### src/common/tlos_pkg.sv
// Shared constants and types for the transmit line output select block.
package tlos_pkg;

   // ==========================================================
   // Output modes, one-hot.
   typedef enum logic [3:0] {
      TLOS_MODE_OFF     = 4'h1,
      TLOS_MODE_ANALOG  = 4'h2,
      TLOS_MODE_DUAL    = 4'h4,
      TLOS_MODE_OPTICAL = 4'h8
   } tlos_mode_t;

   // ==========================================================
   // Layout of one buffered symbol.
   localparam int TLOS_ENT_POS = 0;
   localparam int TLOS_ENT_NEG = 1;
   localparam int TLOS_ENT_BIT = 2;
   localparam int TLOS_ENT_FRM = 3;
   localparam int TLOS_ENT_W = 4;
   localparam int TLOS_BUF_DEPTH = 2;

   // ==========================================================
   // Control bit meanings and reset values.
   localparam logic TLOS_POL_RESET = 1'b0;
   localparam logic TLOS_CODE_NRZ = 1'b0;
   localparam logic TLOS_CODE_CMI = 1'b1;
   localparam logic TLOS_BAUD_HALF = 1'b0;
   localparam logic TLOS_BAUD_FULL = 1'b1;

   // ==========================================================
   // Nominal optical line rate, set by the transmit clock.
   localparam int TLOS_OPT_RATE_KBPS = 2048;

endpackage

### src/design/tlos_edge_sync.sv
// Two-stage synchroniser with rise and fall detection for an outside clock.
`timescale 1ns/10ps
`default_nettype none
module tlos_edge_sync (
   input wire logic ref_clk,  // System clock.
   input wire logic resetn,   // Asynchronous reset, active low.
   input wire logic async_in, // Level from outside the clock domain.
   output logic level_out,    // Synchronised level.
   output logic rise_pulse,   // One cycle on a rising edge.
   output logic fall_pulse    // One cycle on a falling edge.
);

   logic meta_reg;
   logic sync_reg;
   logic hist_reg;

   // ==========================================================
   // Synchroniser chain; only sync_reg reads meta_reg.
   always_ff @(posedge ref_clk or negedge resetn) begin
      if (!resetn) begin
         meta_reg <= 1'b0;
         sync_reg <= 1'b0;
         hist_reg <= 1'b0;
      end else begin
         meta_reg <= async_in;
         sync_reg <= meta_reg;
         hist_reg <= sync_reg;
      end
   end

   assign level_out = sync_reg;
   assign rise_pulse = sync_reg & ~hist_reg;
   assign fall_pulse = ~sync_reg & hist_reg;

endmodule
`default_nettype wire

### src/design/tlos_skid_buf.sv
// Two-entry buffer with valid and ready on both sides.
`timescale 1ns/10ps
`default_nettype none
module tlos_skid_buf #(
   parameter int WIDTH = tlos_pkg::TLOS_ENT_W,
   parameter int DEPTH = tlos_pkg::TLOS_BUF_DEPTH
) (
   input wire logic ref_clk,             // System clock.
   input wire logic resetn,              // Asynchronous reset, active low.
   input wire logic wr_valid,            // Source offers a word.
   output logic wr_ready,                // Buffer has room.
   input wire logic [WIDTH-1:0] wr_data, // Word from the source.
   output logic rd_valid,                // Buffer holds a word.
   input wire logic rd_ready,            // Drain takes the word.
   output logic [WIDTH-1:0] rd_data      // Oldest word.
);

   localparam int PW = $clog2(DEPTH);

   logic [WIDTH-1:0] mem_reg [DEPTH];
   logic [PW-1:0] wp_reg;
   logic [PW-1:0] rp_reg;
   logic [PW:0] cnt_reg;
   logic do_wr;
   logic do_rd;

   assign wr_ready = (cnt_reg != (PW+1)'(DEPTH));
   assign rd_valid = (cnt_reg != '0);
   assign rd_data = mem_reg[rp_reg];
   assign do_wr = wr_valid & wr_ready;
   assign do_rd = rd_valid & rd_ready;

   function automatic logic [PW-1:0] ptr_inc(input logic [PW-1:0] p);
      ptr_inc = (p == PW'(DEPTH - 1)) ? '0 : PW'(p + 1'b1);
   endfunction

   // ==========================================================
   // Storage.
   always_ff @(posedge ref_clk) begin
      if (do_wr) begin
         mem_reg[wp_reg] <= wr_data;
      end
   end

   // ==========================================================
   // Pointers and fill count.
   always_ff @(posedge ref_clk or negedge resetn) begin
      if (!resetn) begin
         wp_reg <= '0;
         rp_reg <= '0;
         cnt_reg <= '0;
      end else begin
         if (do_wr) begin
            wp_reg <= ptr_inc(wp_reg);
         end
         if (do_rd) begin
            rp_reg <= ptr_inc(rp_reg);
         end
         if (do_wr && !do_rd) begin
            cnt_reg <= cnt_reg + 1'b1;
         end else if (do_rd && !do_wr) begin
            cnt_reg <= cnt_reg - 1'b1;
         end
      end
   end

endmodule
`default_nettype wire

### src/design/tlos_line_out.sv
// Transmit line output stage: analog, dual-rail and optical forms.
`timescale 1ns/10ps
`default_nettype none
module tlos_line_out (
   input wire logic ref_clk,              // System clock, 100 MHz.
   input wire logic resetn,               // Asynchronous reset, active low.
   input wire logic transmit_clock,       // Transmit bit clock from outside.
   input wire logic digital_rail_select,  // 1 selects a digital form.
   input wire logic transmit_coding_ctrl, // Coding bit, 1 dual-rail.
   input wire logic tx_baud_width_sel,    // 0 half baud, 1 full baud.
   input wire logic tx_output_polarity,   // Output sense select.
   input wire logic tx_optical_code_sel,  // 0 NRZ, 1 CMI on optical.
   input wire logic in_valid,             // Framer offers a symbol.
   output logic in_ready,                 // Buffer has room.
   input wire logic in_mark_pos,          // Positive mark of the symbol.
   input wire logic in_mark_neg,          // Negative mark of the symbol.
   input wire logic in_data_bit,          // Binary data bit.
   input wire logic in_frame_first,       // First bit of a frame.
   output logic tx_mode_active,           // Some output form is driven.
   output logic tx_underrun,              // No symbol at a bit start.
   output logic tx_line_out_a,            // Analog line 1 drive level.
   output logic tx_line_out_a_oe,         // Analog line 1 driven.
   output logic tx_line_out_b,            // Analog line 2 drive level.
   output logic tx_line_out_b_oe,         // Analog line 2 driven.
   output logic tx_pulse_positive,        // Dual-rail positive pulse.
   output logic tx_pulse_positive_oe,     // Positive pulse driven.
   output logic tx_pulse_negative,        // Dual-rail negative pulse.
   output logic tx_pulse_negative_oe,     // Negative pulse driven.
   output logic tx_frame_marker,          // Frame start marker.
   output logic tx_frame_marker_oe,       // Frame marker driven.
   output logic tx_optical_data,          // Optical unipolar data.
   output logic tx_optical_data_oe        // Optical data driven.
);

   // ==========================================================
   // Declarations.
   tlos_pkg::tlos_mode_t mode_reg;
   tlos_pkg::tlos_mode_t mode_next;
   logic coding_seen_reg;
   logic tck_level;
   logic tck_rise;
   logic tck_fall;
   logic [tlos_pkg::TLOS_ENT_W-1:0] buf_in;
   logic [tlos_pkg::TLOS_ENT_W-1:0] buf_out;
   logic buf_valid;
   logic buf_take;
   logic [tlos_pkg::TLOS_ENT_W-1:0] cur_reg;
   logic first_half_reg;
   logic cmi_level_reg;
   logic pulse_pos;
   logic pulse_neg;
   logic opt_level;
   logic drive_digital;

   // ==========================================================
   // Helpers.
   function automatic logic ent_field(
      input logic [tlos_pkg::TLOS_ENT_W-1:0] ent,
      input int pos
   );
      ent_field = ent[pos];
   endfunction

   function automatic logic mode_is(
      input tlos_pkg::tlos_mode_t m,
      input tlos_pkg::tlos_mode_t want
   );
      mode_is = (m == want);
   endfunction

   // ==========================================================
   // Transmit clock synchroniser.
   tlos_edge_sync u_tck_sync (
      .ref_clk(ref_clk),
      .resetn(resetn),
      .async_in(transmit_clock),
      .level_out(tck_level),
      .rise_pulse(tck_rise),
      .fall_pulse(tck_fall)
   );

   // ==========================================================
   // Symbol buffer between the framer and the line stage.
   assign buf_in[tlos_pkg::TLOS_ENT_POS] = in_mark_pos;
   assign buf_in[tlos_pkg::TLOS_ENT_NEG] = in_mark_neg;
   assign buf_in[tlos_pkg::TLOS_ENT_BIT] = in_data_bit;
   assign buf_in[tlos_pkg::TLOS_ENT_FRM] = in_frame_first;

   // The line stage drains one symbol per transmit clock rise while a
   // form is active, so the framer stalls when no output is enabled.
   assign buf_take = tck_rise & ~mode_is(mode_reg, tlos_pkg::TLOS_MODE_OFF);

   tlos_skid_buf #(
      .WIDTH(tlos_pkg::TLOS_ENT_W),
      .DEPTH(tlos_pkg::TLOS_BUF_DEPTH)
   ) u_buf (
      .ref_clk(ref_clk),
      .resetn(resetn),
      .wr_valid(in_valid),
      .wr_ready(in_ready),
      .wr_data(buf_in),
      .rd_valid(buf_valid),
      .rd_ready(buf_take),
      .rd_data(buf_out)
   );

   // ==========================================================
   // Coding bit history: analog lines stay off until it was one.
   always_ff @(posedge ref_clk or negedge resetn) begin
      if (!resetn) begin
         coding_seen_reg <= 1'b0;
      end else if (transmit_coding_ctrl) begin
         coding_seen_reg <= 1'b1;
      end
   end

   // ==========================================================
   // Output form selection.
   always_comb begin
      if (digital_rail_select && transmit_coding_ctrl) begin
         mode_next = tlos_pkg::TLOS_MODE_DUAL;
      end else if (digital_rail_select) begin
         mode_next = tlos_pkg::TLOS_MODE_OPTICAL;
      end else if (coding_seen_reg || transmit_coding_ctrl) begin
         mode_next = tlos_pkg::TLOS_MODE_ANALOG;
      end else begin
         mode_next = tlos_pkg::TLOS_MODE_OFF;
      end
   end

   always_ff @(posedge ref_clk or negedge resetn) begin
      if (!resetn) begin
         mode_reg <= tlos_pkg::TLOS_MODE_OFF;
      end else begin
         mode_reg <= mode_next;
      end
   end

   // ==========================================================
   // Current bit and its half.
   // A missing symbol at a bit start sends an all-zero symbol.
   always_ff @(posedge ref_clk or negedge resetn) begin
      if (!resetn) begin
         cur_reg <= '0;
         first_half_reg <= 1'b0;
      end else if (buf_take) begin
         cur_reg <= buf_valid ? buf_out : '0;
         first_half_reg <= 1'b1;
      end else if (tck_fall) begin
         first_half_reg <= 1'b0;
      end
   end

   // CMI ones alternate between full-bit high and full-bit low.
   always_ff @(posedge ref_clk or negedge resetn) begin
      if (!resetn) begin
         cmi_level_reg <= 1'b0;
      end else if (buf_take && buf_valid &&
                   ent_field(buf_out, tlos_pkg::TLOS_ENT_BIT)) begin
         cmi_level_reg <= ~cmi_level_reg;
      end
   end

   // ==========================================================
   // Pulse shaping.
   always_comb begin
      pulse_pos = ent_field(cur_reg, tlos_pkg::TLOS_ENT_POS);
      pulse_neg = ent_field(cur_reg, tlos_pkg::TLOS_ENT_NEG);
      if (tx_baud_width_sel == tlos_pkg::TLOS_BAUD_HALF) begin
         pulse_pos = pulse_pos & first_half_reg;
         pulse_neg = pulse_neg & first_half_reg;
      end
   end

   always_comb begin
      if (tx_optical_code_sel == tlos_pkg::TLOS_CODE_NRZ) begin
         opt_level = ent_field(cur_reg, tlos_pkg::TLOS_ENT_BIT);
      end else if (ent_field(cur_reg, tlos_pkg::TLOS_ENT_BIT)) begin
         opt_level = cmi_level_reg;
      end else begin
         opt_level = ~first_half_reg;
      end
   end

   assign drive_digital = digital_rail_select;

   // ==========================================================
   // Analog line drive.
   always_ff @(posedge ref_clk or negedge resetn) begin
      if (!resetn) begin
         tx_line_out_a <= 1'b0;
         tx_line_out_b <= 1'b0;
         tx_line_out_a_oe <= 1'b0;
         tx_line_out_b_oe <= 1'b0;
      end else begin
         tx_line_out_a_oe <= mode_is(mode_reg,
                                     tlos_pkg::TLOS_MODE_ANALOG);
         tx_line_out_b_oe <= mode_is(mode_reg,
                                     tlos_pkg::TLOS_MODE_ANALOG);
         tx_line_out_a <= mode_is(mode_reg, tlos_pkg::TLOS_MODE_ANALOG) &
                          pulse_pos;
         tx_line_out_b <= mode_is(mode_reg, tlos_pkg::TLOS_MODE_ANALOG) &
                          pulse_neg;
      end
   end

   // ==========================================================
   // Dual-rail pulse outputs.
   // Polarity 0 gives active-low pulses, so the idle level is high.
   always_ff @(posedge ref_clk or negedge resetn) begin
      if (!resetn) begin
         tx_pulse_positive <= 1'b0;
         tx_pulse_negative <= 1'b0;
         tx_pulse_positive_oe <= 1'b0;
         tx_pulse_negative_oe <= 1'b0;
      end else begin
         tx_pulse_positive_oe <= drive_digital &
            mode_is(mode_reg, tlos_pkg::TLOS_MODE_DUAL);
         tx_pulse_negative_oe <= drive_digital &
            mode_is(mode_reg, tlos_pkg::TLOS_MODE_DUAL);
         tx_pulse_positive <= pulse_pos ~^ tx_output_polarity;
         tx_pulse_negative <= pulse_neg ~^ tx_output_polarity;
      end
   end

   // ==========================================================
   // Optical data and frame marker.
   // Polarity 0 gives active-high optical data.
   always_ff @(posedge ref_clk or negedge resetn) begin
      if (!resetn) begin
         tx_optical_data <= 1'b0;
         tx_optical_data_oe <= 1'b0;
      end else begin
         tx_optical_data_oe <= drive_digital &
            mode_is(mode_reg, tlos_pkg::TLOS_MODE_OPTICAL);
         tx_optical_data <= opt_level ^ tx_output_polarity;
      end
   end

   always_ff @(posedge ref_clk or negedge resetn) begin
      if (!resetn) begin
         tx_frame_marker <= 1'b0;
         tx_frame_marker_oe <= 1'b0;
      end else begin
         tx_frame_marker_oe <= drive_digital &
            mode_is(mode_reg, tlos_pkg::TLOS_MODE_OPTICAL);
         tx_frame_marker <= mode_is(mode_reg, tlos_pkg::TLOS_MODE_OPTICAL) &
            ent_field(cur_reg, tlos_pkg::TLOS_ENT_FRM);
      end
   end

   // ==========================================================
   // Status.
   always_ff @(posedge ref_clk or negedge resetn) begin
      if (!resetn) begin
         tx_mode_active <= 1'b0;
         tx_underrun <= 1'b0;
      end else begin
         tx_mode_active <= ~mode_is(mode_reg, tlos_pkg::TLOS_MODE_OFF);
         tx_underrun <= buf_take & ~buf_valid;
      end
   end

endmodule
`default_nettype wire

### config.mk
export PLATFORM = sky130hd
export DESIGN_NAME = tlos_line_out
export DESIGN_NICKNAME = d
export VERILOG_FILES = /design/src/common/tlos_pkg.sv /design/src/design/tlos_edge_sync.sv /design/src/design/tlos_skid_buf.sv /design/src/design/tlos_line_out.sv
export SDC_FILE = /design/constraint.sdc
export NUM_CORES = 1
export LEC_CHECK = 0
export ABC_AREA = 1
export BUFFER_PORTS_ARGS = -buffer_cell sky130_fd_sc_hd__buf_4
export CAP_MARGIN = 15
export CORE_UTILIZATION = 33
export CTS_CLUSTER_DIAMETER = 40
export DETAILED_ROUTE_END_ITERATION = 7
export GPL_TIMING_DRIVEN = 0
export RECOVER_POWER = 50
export SYNTH_ARGS = -nofsm -noshare
export SYNTH_HDL_FRONTEND = slang
export SYNTH_SLANG_ARGS = --single-unit
### constraint.sdc
create_clock -name ref_clk -period 1.56 [get_ports ref_clk]
set_clock_uncertainty 0.2 [all_clocks]
set_input_delay 0.468 -clock ref_clk [delete_from_list [all_inputs] [get_ports ref_clk]]
set_output_delay 0.468 -clock ref_clk [all_outputs]
set_load 0.005 [all_outputs]
==> results of run 1 <==
==> power by group through the flow <==
stage | Sequential [W] | Combinational (W) | Clock [W]
5_1_grt | 0.00139 | 0.000850 | 0.000684
2_1_floorplan | 0.00133 | 0.000423 | 0
4_1_cts | 0.00136 | 0.000735 | 0.000630
3_3_place_gp | 0.00134 | 0.000631 | 0
6_report | 0.00136 | 0.000736 | 0.000608
3_5_place_dp | 0.00136 | 0.000655 | 0
==> cell usage after synthesis <==
cell	number
a21oi_1	5
a21oi_4	1
buf_4	3
dfrtp_1	28
dfstp_2	1
edfxtp_1	8
ha_1	1
inv_1	15
inv_2	2
nand2_1	31
nand2_2	1
nand3_1	4
nand3b_1	1
nor2_1	15
nor2_2	2
nor4_1	1
o21ai_0	4
o21ai_1	2
xnor2_1	3
xor2_1	2
==> routing by layer <==
layer  up-vias  wire, microns  track usage (%)
met3         8            138             4.22
met2        24           1120             21.0
met4         0             63             7.18
li1        480              -                -
met1       434            977             14.2
met5         -              0                0
==> worst paths after layout <==
kind | endpoint | depth (start not counted)
worst max-delay path | in_ready | 3
worst min-delay path | u_tck_sync.meta_reg | 1
worst max register to register | u_buf.cnt_reg[1] | 8
worst min register to register | u_tck_sync.level_out | 0
max in group asynchronous | u_buf.cnt_reg[1] | 2
min in group asynchronous | tx_pulse_negative_oe | 2
==> final cells by class <==
cell class,count,area share (%)
timing repair buffer,34,14.2
tap,50,3.43
clock buffer,8,4.39
multi-input combinational,73,21.3
sequential,37,53.2
inverter,17,3.50
==> worst register-to-register path, delay by kind of cell, from the launching register on <==
kind	cells	cell delay (ns)
and+or+nand+nor	4	0.33
AOI/OAI and AO/OA	1	0.07
DFF	1	0.53
buffers and inverters	1	0.05
xor gates and xnor gates	1	0.12
adders and majority gates	1	0.21
==> repair_timing <==
item / CTS / global route
hold buffers: 1 / 0
setup endpoints to repair: 6 / 7
gates resized for setup: 7 / 4
buffers inserted: 5 / 1
pin swaps: 7 / 5
endpoints found under the hold margin: 28 / 0
==> kinds of logic after synthesis <==
group	count (synthesis)	share of synthesized area, %
buffers and inverters	20	6.14
and+or+nand+nor	55	16.0
AOI/OAI and AO/OA	12	5.07
xor gates and xnor gates	5	3.11
adders and majority gates	1	0.890
DFF	37	68.8
==> stage by stage <==
| stage | utilization (%) | TNS (ns) | cells | power, W |
|---|---|---|---|---|
| floorplan | - | -0.0936 | 130 | 0.00176 |
| global placement | 41.6 | -0.234 | 207 | 0.00198 |
| detailed placement | 41.6 | -0.350 | 207 | 0.00201 |
| CTS | 44.7 | -0.256 | 218 | 0.00272 |
| global route | 44.9 | -0.378 | 219 | 0.00292 |
| finish | 44.9 | -0.170 | 219 | 0.00270 |
==> impl_summary.txt, run 1 <==
----------------------------------------------------
[Status]
  Status ... finished with violations
  Violations in the final reports ... negative setup slack

[STA]
  Unrepaired setup endpoints after global routing ... true
  Tightest Pin Transition ... around 0.62 ns
  Fmax achieved ... just over 0.6 GHz
  Shortest period the worst path allows ... between 1.5 and 2 ns
  Count of final setup violators ... 3
  Post-route clock period utilization ... 105%
  Setup slack after layout ... -0.0836 ns
  Final count of pins violating max slew ... 0
  Final number of hold-violating endpoints ... 0
  Slew headroom ... just under 60%
  Hold slack final ... roughly 0.12 ns

[Final layout]
  Multi-input gate area in the final layout ... 388 sq um
  Max FFs per register ... 8
  Most frequent standard cell in the layout excluding fill and tap cells ... nand2_1
  Final-layout fill cell count ... 388
  Inserted Diodes ... 0
  Share of layout cells above drive strength 1 ... approximately a third
  Count of nets after finishing ... 182
  Commonest cells after routing, fill and taps aside ... 29 x nand2_1, 26 x dfrtp_1, 24 x buf_4
  Final instance area ... around 0.0018 sq mm
  Sequential Area ... approximately 970 sq um
  Area growth from synthesis to layout ... 29.6%

[Placed design]
  Post-placement cell area ... roughly 0.0017 sq mm
  Post-DP HPWL ... 1.64 mm
  Worst slack at placement ... -0.260 ns
  Placer congestion estimate ... 0.715
  Number of I/O port buffers ... 27

[Routing]
  Total Wirelength ... approximately 2.3 mm
  Number of design-rule violations left by the first detailed-router iteration ... 24
  Length of the first detailed-routing pass in iterations ... 2
  Via count ... between 900 and 1000
  Antenna Violating Nets Remaining ... 0
  Per-cell routed wire length ... between 10 and 15 microns
  Final routed DRC violation total ... 0
  Vias per cell ... approximately 4.3

[Critical path]
  Worst setup path category ... reg -> out
  CP delay by family, top ... flip-flops
  Required time reported for the critical path endpoint ... 0.89 ns
  FF-to-FF setup slack ... -0.06 ns
  Maximum fanout encountered on the critical timing path ... 3
  Ordered list of cells on the worst path ... inv_2 > nand2_2 > buf_6
  Cell with the biggest individual delay on the critical path ... dfrtp_2
  Max stage delay on crit path ... roughly 0.44 ns
  Arrival time of data at the critical path endpoint ... 0.98 ns
  Kind of capture point of the worst setup path ... primary output
  Crit path launch ... u_buf.cnt_reg[0]
  Beginning of the worst register-to-register path ... mode_reg[0]
  Kind of start point of the critical path ... register
  Worst path buffer plus inverter count ... 2

[Synthesis]
  Syn nets ... approximately 140
  Biggest area consumer among synthesized cells ... dfrtp_1
  Syn Std Cell Area ... 0.00141 sq mm
  Synth Register Bits ... 37
  Gate count after technology mapping ... 130
  Yosys warnings ... 0
  Leading post-synthesis cells by cell area ... dfrtp_1 50%, edfxtp_1 17%, nand2_1 8.3%
  Proportion of synthesized chip area in sequential cells ... between 60 and 70%
  Average footprint of a synthesized cell ... 10.8 sq um
  Netlist cell types ... 20
  Top cell type's share of synthesized area ... roughly 50%

[Floorplanning]
  Die footprint ... between 0.004 and 0.005 sq mm
  # IOs ... 28
  X dimension of the die ... 67.3 microns
  Effective utilization at floorplan ... about 35%
  Number of rows in the core area ... 23
  Vertical die dimension ... ~67 microns
  Area of the core region ... around 0.0041 sq mm

[Global routing]
  Number of global-route vias before repair ... 950
  Global-route wire length before repair ... approximately 4.1 mm
  Number of antenna violations at the first check in global routing ... 0
  Largest net degree at the start of global routing ... 30
  Overall overflow remaining after global route ... 0
  Total routing resource utilization after global routing ... 12.7%

[CTS]
  Later-pin clock latency in the skew report ... about 0.28 ns
  Number of buffers inserted during clock tree synthesis ... 5
  Clock Sinks ... 37
  CTS root buffer ... clkbuf_8
  TritonCTS clock tree ... yes
  Max clock buf depth ... 2
  Clock transition time at the flip-flop clock pins of the worst setup and hold paths ... ~0.060 ns
  Max H-tree Level ... 2

[Pwr]
  Worst vdd rail ir drop ... between 0.6 and 0.7 mV
  Net Sw Frac ... 29.9%
  Internal power summed over all cells ... 0.00190 W
  Share of power burned in combinational logic ... between 20% and 30%
  Power density normalized to cell area ... roughly 1500 mW/mm^2
  Static leakage ... between 0.8 and 0.9 nW
  Sequential share of power ... between 50% and 60%
  Psw ... 0.000809 W
  Clock network power share ... 22.5%

[Run]
  Max cap viols ... 0

[Worst hold path]
  Path type of the worst min-delay path ... in -> reg
  Hold Startpoint ... transmit_clock

----------------------------------------------------
(Power assumes the default switching activity.)
==> run 2, diff against run 1 <==
Settings changed: SLEW_MARGIN from default to 20, SYNTH_HIERARCHICAL from default to 1.
==> impl_summary.txt, run 2 <==
----------------------------------------------------
[Pwr]
  Static leakage ... 0.953 nW
  Psw ... between 0.0009 and 0.001 W
  Worst vdd rail ir drop ... around 0.80 mV
  Sequential share of power ... a little under half
  Share of power burned in combinational logic ... between 30% and 40%
  Net Sw Frac ... roughly a third
  Clock network power share ... around 22%
  Power density normalized to cell area ... 1490 mW/mm^2
  Internal power summed over all cells ... ~0.0019 W
  Final Power ... ~0.0028 W

[Critical path]
  Worst path buffer plus inverter count ... 3
  Kind of start point of the critical path ... register
  Ordered list of cells on the worst path ... inv_2 > nor2_2 > nand2_2 > nand2_4 > inv_4 > nand2_4 > ha_4 > inv_2 > nand3_2 > nand2_1 > nand2_1
  Arrival time of data at the critical path endpoint ... approximately 1.6 ns
  FF-to-FF setup slack ... -0.09 ns
  Cell with the biggest individual delay on the critical path ... dfstp_2
  Destination of the critical timing path ... u_buf/cnt_reg[1]
  Terminus of the critical flop-to-flop path ... u_buf/cnt_reg[1]
  CP delay by family, top ... flip-flops
  Worst r2r path cells ... 11
  Required time reported for the critical path endpoint ... between 1.5 and 2 ns
  Worst setup path category ... reg -> reg
  Number of cells on the critical path ... 11
  Crit path launch ... mode_reg[0]
  Beginning of the worst register-to-register path ... mode_reg[0]
  Max stage delay on crit path ... about 0.54 ns
  Maximum fanout encountered on the critical timing path ... 2
  Kind of capture point of the worst setup path ... register

[Placed design]
  Post-DP HPWL ... between 1.5 and 2 mm
  Number of I/O port buffers ... 27
  Post-placement cell area ... around 0.0017 sq mm
  Worst slack at placement ... -0.226 ns
  Placer congestion estimate ... around 0.70

[STA]
  Count of final setup violators ... 2
  Slew headroom ... about 58%
  Final count of pins violating max slew ... 0
  Final number of hold-violating endpoints ... 0
  Unrepaired setup endpoints after global routing ... true
  Post-route clock period utilization ... 106%
  Setup slack after layout ... -0.0920 ns
  Tightest Pin Transition ... between 0.6 and 0.7 ns
  Fmax achieved ... between 0.6 and 0.7 GHz
  Shortest period the worst path allows ... around 1.7 ns

[Floorplanning]
  X dimension of the die ... ~69 microns
  Area of the core region ... 0.00412 sq mm
  Number of rows in the core area ... 23
  Effective utilization at floorplan ... 35.6%
  Vertical die dimension ... about 69 microns
  Die footprint ... between 0.004 and 0.005 sq mm
  # IOs ... 28

[Run]
  Max cap viols ... 0

[Final layout]
  Max FFs per register ... 8
  Count of nets after finishing ... 195
  Final-layout fill cell count ... just under 400
  Most frequent standard cell in the layout excluding fill and tap cells ... nand2_1
  Inserted Diodes ... 0
  Commonest cells after routing, fill and taps aside ... 36 x nand2_1, 28 x buf_4, 27 x dfrtp_1
  Share of layout cells above drive strength 1 ... between 30% and 40%
  Final instance area ... roughly 0.0019 sq mm
  Area growth from synthesis to layout ... 29.3%

[CTS]
  Max clock buf depth ... 2
  Later-pin clock latency in the skew report ... about 0.28 ns
  Clock Sinks ... 37
  Number of buffers inserted during clock tree synthesis ... 5
  Clock transition time at the flip-flop clock pins of the worst setup and hold paths ... 0.07 ns
  TritonCTS clock tree ... yes
  Max H-tree Level ... 2
  CTS root buffer ... clkbuf_8

[Routing]
  Number of design-rule violations left by the first detailed-router iteration ... between 40 and 50
  Per-cell routed wire length ... around 11 microns
  Antenna Violating Nets Remaining ... 0
  Final routed DRC violation total ... 0
  Length of the first detailed-routing pass in iterations ... 4
  Total Wirelength ... 2.54 mm
  Vias per cell ... about 4.4
  Via count ... 1031

[Global routing]
  Total routing resource utilization after global routing ... between 10% and 20%
  Global-route wire length before repair ... 4.14 mm
  Largest net degree at the start of global routing ... 30
  Overall overflow remaining after global route ... 0
  Number of antenna violations at the first check in global routing ... 0
  Number of global-route vias before repair ... 993

[Synthesis]
  Yosys warnings ... 6
  Netlist cell types ... 21
  Biggest area consumer among synthesized cells ... dfrtp_1
  Syn nets ... ~150
  Top cell type's share of synthesized area ... about 48%
  Average footprint of a synthesized cell ... between 10 and 15 sq um
  Synth Flop Type ... dfrtp_1
  Count leader, synth ... nand2_1
  Syn Std Cell Area ... 0.00146 sq mm
  Gate count after technology mapping ... 140
  Proportion of synthesized chip area in sequential cells ... around 66%
  Synth Register Bits ... 37
  Commonest cells in the netlist ... 37 x nand2_1, 28 x dfrtp_1, 19 x inv_1, 13 x nor2_1, 8 x edfxtp_1
  Post-synth EDFFs ... 8
  Leading post-synthesis cells by cell area ... dfrtp_1 48%, edfxtp_1 16%, nand2_1 9.5%
  Async SR Flop Fraction ... between 70 and 80%

[Status]
  Status ... finished with violations
  Violations in the final reports ... negative setup slack

[Worst hold path]
  Hold Startpoint ... transmit_clock
  Path type of the worst min-delay path ... in -> reg

----------------------------------------------------
## run 2: changes by cell type after synthesis, moves of 3 or more
cell     change
nand2_1      +6
a21oi_1      -4
inv_1        +4
nand2_4      +3
## run 2: worst reg2reg max path: stages (launching register included)
cell and delay, ns:
dfstp_2 0.54, inv_2 0.04, nor2_2 0.08, nand2_2 0.08, nand2_4 0.09, inv_4 0.04
nand2_4 0.06, ha_4 0.21, inv_2 0.06, nand3_2 0.05, nand2_1 0.06, nand2_1 0.05
## run 2: area by class of cell
type | instances | area (sq um) | share of cell area (%)
clock buffer | 6 | 72.6 | 3.83
clock inverter | 2 | 10.0 | 0.529
inverter | 21 | 81.3 | 4.30
multi-input combinational | 79 | 428 | 22.6
sequential | 37 | 968 | 51.2
tap | 50 | 62.6 | 3.30
timing repair buffer | 37 | 270 | 14.3
## run 2: what timing repair did
action,in CTS,in global routing
hold buffers,1,0
pin swaps,2,0
setup endpoints to repair,6,11
buffers inserted,6,3
hold endpoints to repair,28,0
gates resized for setup,5,4
## run 2: layer usage
metal,GRT usage [%],wire (microns)
met5,0,0
met4,4.69,30
met3,4.93,184
met2,22.7,1260
met1,13.0,1070
## run 2: power groups by stage
stage | combinational, W | clock [W] | sequential, W
after detailed placement | 0.000738 | 0 | 0.00137
after global routing | 0.000972 | 0.000695 | 0.00138
after floorplan | 0.000501 | 0 | 0.00134
final | 0.000850 | 0.000620 | 0.00135
after global placement | 0.000709 | 0 | 0.00135
after CTS | 0.000828 | 0.000640 | 0.00134
## run 2: kinds of logic (layout without fill, tap and decap cells)
| family | count (synthesis) | in the layout | synth area share [%] |
|---|---|---|---|
| adders and majority gates | 1 | 1 | 0.855 |
| DFF | 37 | 37 | 66.1 |
| and+or+nand+nor | 67 | 67 | 20.9 |
| xor gates and xnor gates | 4 | 4 | 2.91 |
| buffers and inverters | 24 | 66 | 6.92 |
| AOI/OAI and AO/OA | 7 | 7 | 2.39 |
## run 2: worst min-delay path by stage
stage                           endpoint  cells past startpoint  slack, ns
floorplan                  cmi_level_reg                      0      -0.03
global route         u_tck_sync/meta_reg                      1        0.1
detailed placement  u_tck_sync/level_out                      0       0.16
CTS                  u_tck_sync/meta_reg                      1       0.09
finish               u_tck_sync/meta_reg                      1       0.11
global placement    u_tck_sync/level_out                      0       0.14
## run 2: per-stage QoR
stage / cells / hold slack (ns) / util, % / setup TNS, ns
floorplan: 140 / -0.0276 / - / -0.120
global placement: 217 / 0.140 / 42.4 / -0.316
detailed placement: 217 / 0.156 / 42.4 / -0.350
CTS: 229 / 0.0868 / 45.6 / -0.106
global route: 232 / 0.100 / 46.0 / -0.249
finish: 232 / 0.115 / 46.0 / -0.113
==> run 3, diff against run 2 <==
Settings changed: CORE_UTILIZATION 33 to 45, PLACE_DENSITY from default to 0.7, RECOVER_POWER 50 to default, SYNTH_HIERARCHICAL 1 to default.
==> impl_summary.txt, run 3 (synthesis gave the netlist of run 1 again) <==
----------------------------------------------------
[Status]
  Status ... finished with violations
  Violations in the final reports ... design-rule violations, negative setup slack

[Final layout]
  Final-layout fill cell count ... about 240
  Commonest cells after routing, fill and taps aside ... 30 x nand2_1, 28 x dfrtp_1, 26 x buf_4
  Share of layout cells above drive strength 1 ... between 30% and 40%
  Area growth from synthesis to layout ... 29.5%
  Inserted Diodes ... 0
  Count of nets after finishing ... roughly 180
  Max FFs per register ... 8
  Most frequent standard cell in the layout excluding fill and tap cells ... nand2_1
  Count of non-filler cells in the finished layout ... 200

[STA]
  Tightest Pin Transition ... between 0.3 and 0.4 ns
  Slew headroom ... 76.4%
  Unrepaired setup endpoints after global routing ... true
  Hold slack final ... 0.0338 ns
  Shortest period the worst path allows ... around 1.7 ns
  Final count of pins violating max slew ... 0
  Final number of hold-violating endpoints ... 0
  Fmax achieved ... 0.580 GHz
  Setup TNS Final ... -0.301 ns
  Count of final setup violators ... 2
  Post-route clock period utilization ... 111%
  Setup slack after layout ... -0.164 ns

[Critical path]
  Cell with the biggest individual delay on the critical path ... dfrtp_1
  Kind of capture point of the worst setup path ... primary output
  Kind of start point of the critical path ... register
  Worst setup path category ... reg -> out
  Number of cells on the critical path ... 3
  Maximum fanout encountered on the critical timing path ... 3
  Required time reported for the critical path endpoint ... 0.89 ns
  Worst path buffer plus inverter count ... 2
  Ordered list of cells on the worst path ... inv_2 > nand2_2 > buf_6
  Max stage delay on crit path ... ~0.45 ns
  Arrival time of data at the critical path endpoint ... around 1.1 ns
  CP delay by family, top ... flip-flops
  Worst r2r path cells ... 8

[Routing]
  Metal-1 WL ... about 910 microns
  Total Wirelength ... roughly 2.4 mm
  Per-cell routed wire length ... roughly 12 microns
  Length of the first detailed-routing pass in iterations ... 8
  Via count ... 960
  Routed wl met2 ... 1.35 mm
  Vias per cell ... roughly 4.8
  Antenna Violating Nets Remaining ... 0
  Final routed DRC violation total ... 1
  Number of design-rule violations left by the first detailed-router iteration ... 18
  Met3 routed wirelength ... between 100 and 150 microns
  Max Used Layer ... met4

[Placed design]
  Placer congestion estimate ... approximately 0.75
  Post-placement cell count ... 188
  Post-DP HPWL ... around 1.7 mm
  Worst slack at placement ... -0.257 ns
  Number of I/O port buffers ... 27

[Global routing]
  Global-route wire length before repair ... roughly 4 mm
  Overall overflow remaining after global route ... 0
  Total routing resource utilization after global routing ... between 10% and 20%
  Number of global-route vias before repair ... between 900 and 1000
  Number of antenna violations at the first check in global routing ... 0
  Largest net degree at the start of global routing ... 30

[CTS]
  Number of buffers inserted during clock tree synthesis ... 5
  CTS root buffer ... clkbuf_4
  Max clock buf depth ... 2
  Clock transition time at the flip-flop clock pins of the worst setup and hold paths ... about 0.10 ns
  Max H-tree Level ... 2
  Later-pin clock latency in the skew report ... around 0.33 ns
  TritonCTS clock tree ... yes
  Clock Sinks ... 37

[Worst hold path]
  Cell count of the worst hold path ... 1
  Path type of the worst min-delay path ... in -> reg

[Pwr]
  Static leakage ... between 0.8 and 0.9 nW
  Final Power ... 0.00274 W
  Power density normalized to cell area ... about 1500 mW/mm^2
  Worst vdd rail ir drop ... around 0.94 mV

[Run]
  Max cap viols ... 0

[Floorplanning]
  Die footprint ... approximately 0.0034 sq mm
  # IOs ... 28
  Number of rows in the core area ... 19
  X dimension of the die ... between 50 and 60 microns
  Effective utilization at floorplan ... 49.3%
  Vertical die dimension ... slightly below 60 microns
  Area of the core region ... 0.00285 sq mm

----------------------------------------------------
## run 3: cell count changes in the layout (fill, tap and decap cells not counted), moves of 3 or more
cell      previous run  this run
a21oi_1              1         5
buf_6                1         7
clkbuf_1             4         0
clkbuf_8             5         2
nand2_1             36        30
nand2_4              4         0
## run 3: per-stage QoR
stage               utilization, %  instance area, sq um
floorplan                        -                  1420
detailed placement            58.4                  1670
global placement              58.4                  1670
finish                        63.9                  1820
global route                  63.9                  1820
CTS                           61.7                  1760
## run 3: worst paths after layout
path	start	end	slack, ns
max in group asynchronous	resetn	mode_reg[0]	0.48
hold / removal	transmit_clock	u_tck_sync.meta_reg	0.03
setup reg to reg	mode_reg[0]	u_buf.cnt_reg[1]	-0.14
setup / recovery	u_buf.cnt_reg[0]	in_ready	-0.16
min in group asynchronous	resetn	tx_mode_active	0.38
hold reg to reg	u_tck_sync.meta_reg	u_tck_sync.level_out	0.17
## run 3: cell type report
cell class | count | area, sq um | share of cell area [%]
clock buffers | 7 | 65.1 | 3.57
inverters | 17 | 63.8 | 3.50
flip-flops and latches | 37 | 967 | 53.1
multi-input cells | 73 | 398 | 21.8
clock inverters | 1 | 5.00 | 0.275
repair buffers | 34 | 284 | 15.6
well taps | 31 | 38.8 | 2.13
## run 3: repair_timing
action                                  in CTS  in global routing
hold buffers                                 1                  0
buffers inserted                             3                  3
endpoints found under the hold margin       28                  0
gates resized for setup                      5                 11
endpoints found under the setup margin       6                 17
pin swaps                                    1                  7
## run 3: layer usage
metal / up-vias / track usage [%]
li1: 478 / -
met1: 456 / 17.3
met2: 24 / 29.9
met3: 2 / 7.59
met4: 0 / 6.80
met5: - / 0
## run 3: where the power goes
part | total [W] | switching, W | internal (W)
Combinational | 0.000824 | 0.000418 | 0.000406
Sequential | 0.00136 | 0.000141 | 0.00122
Clock | 0.000554 | 0.000293 | 0.000261
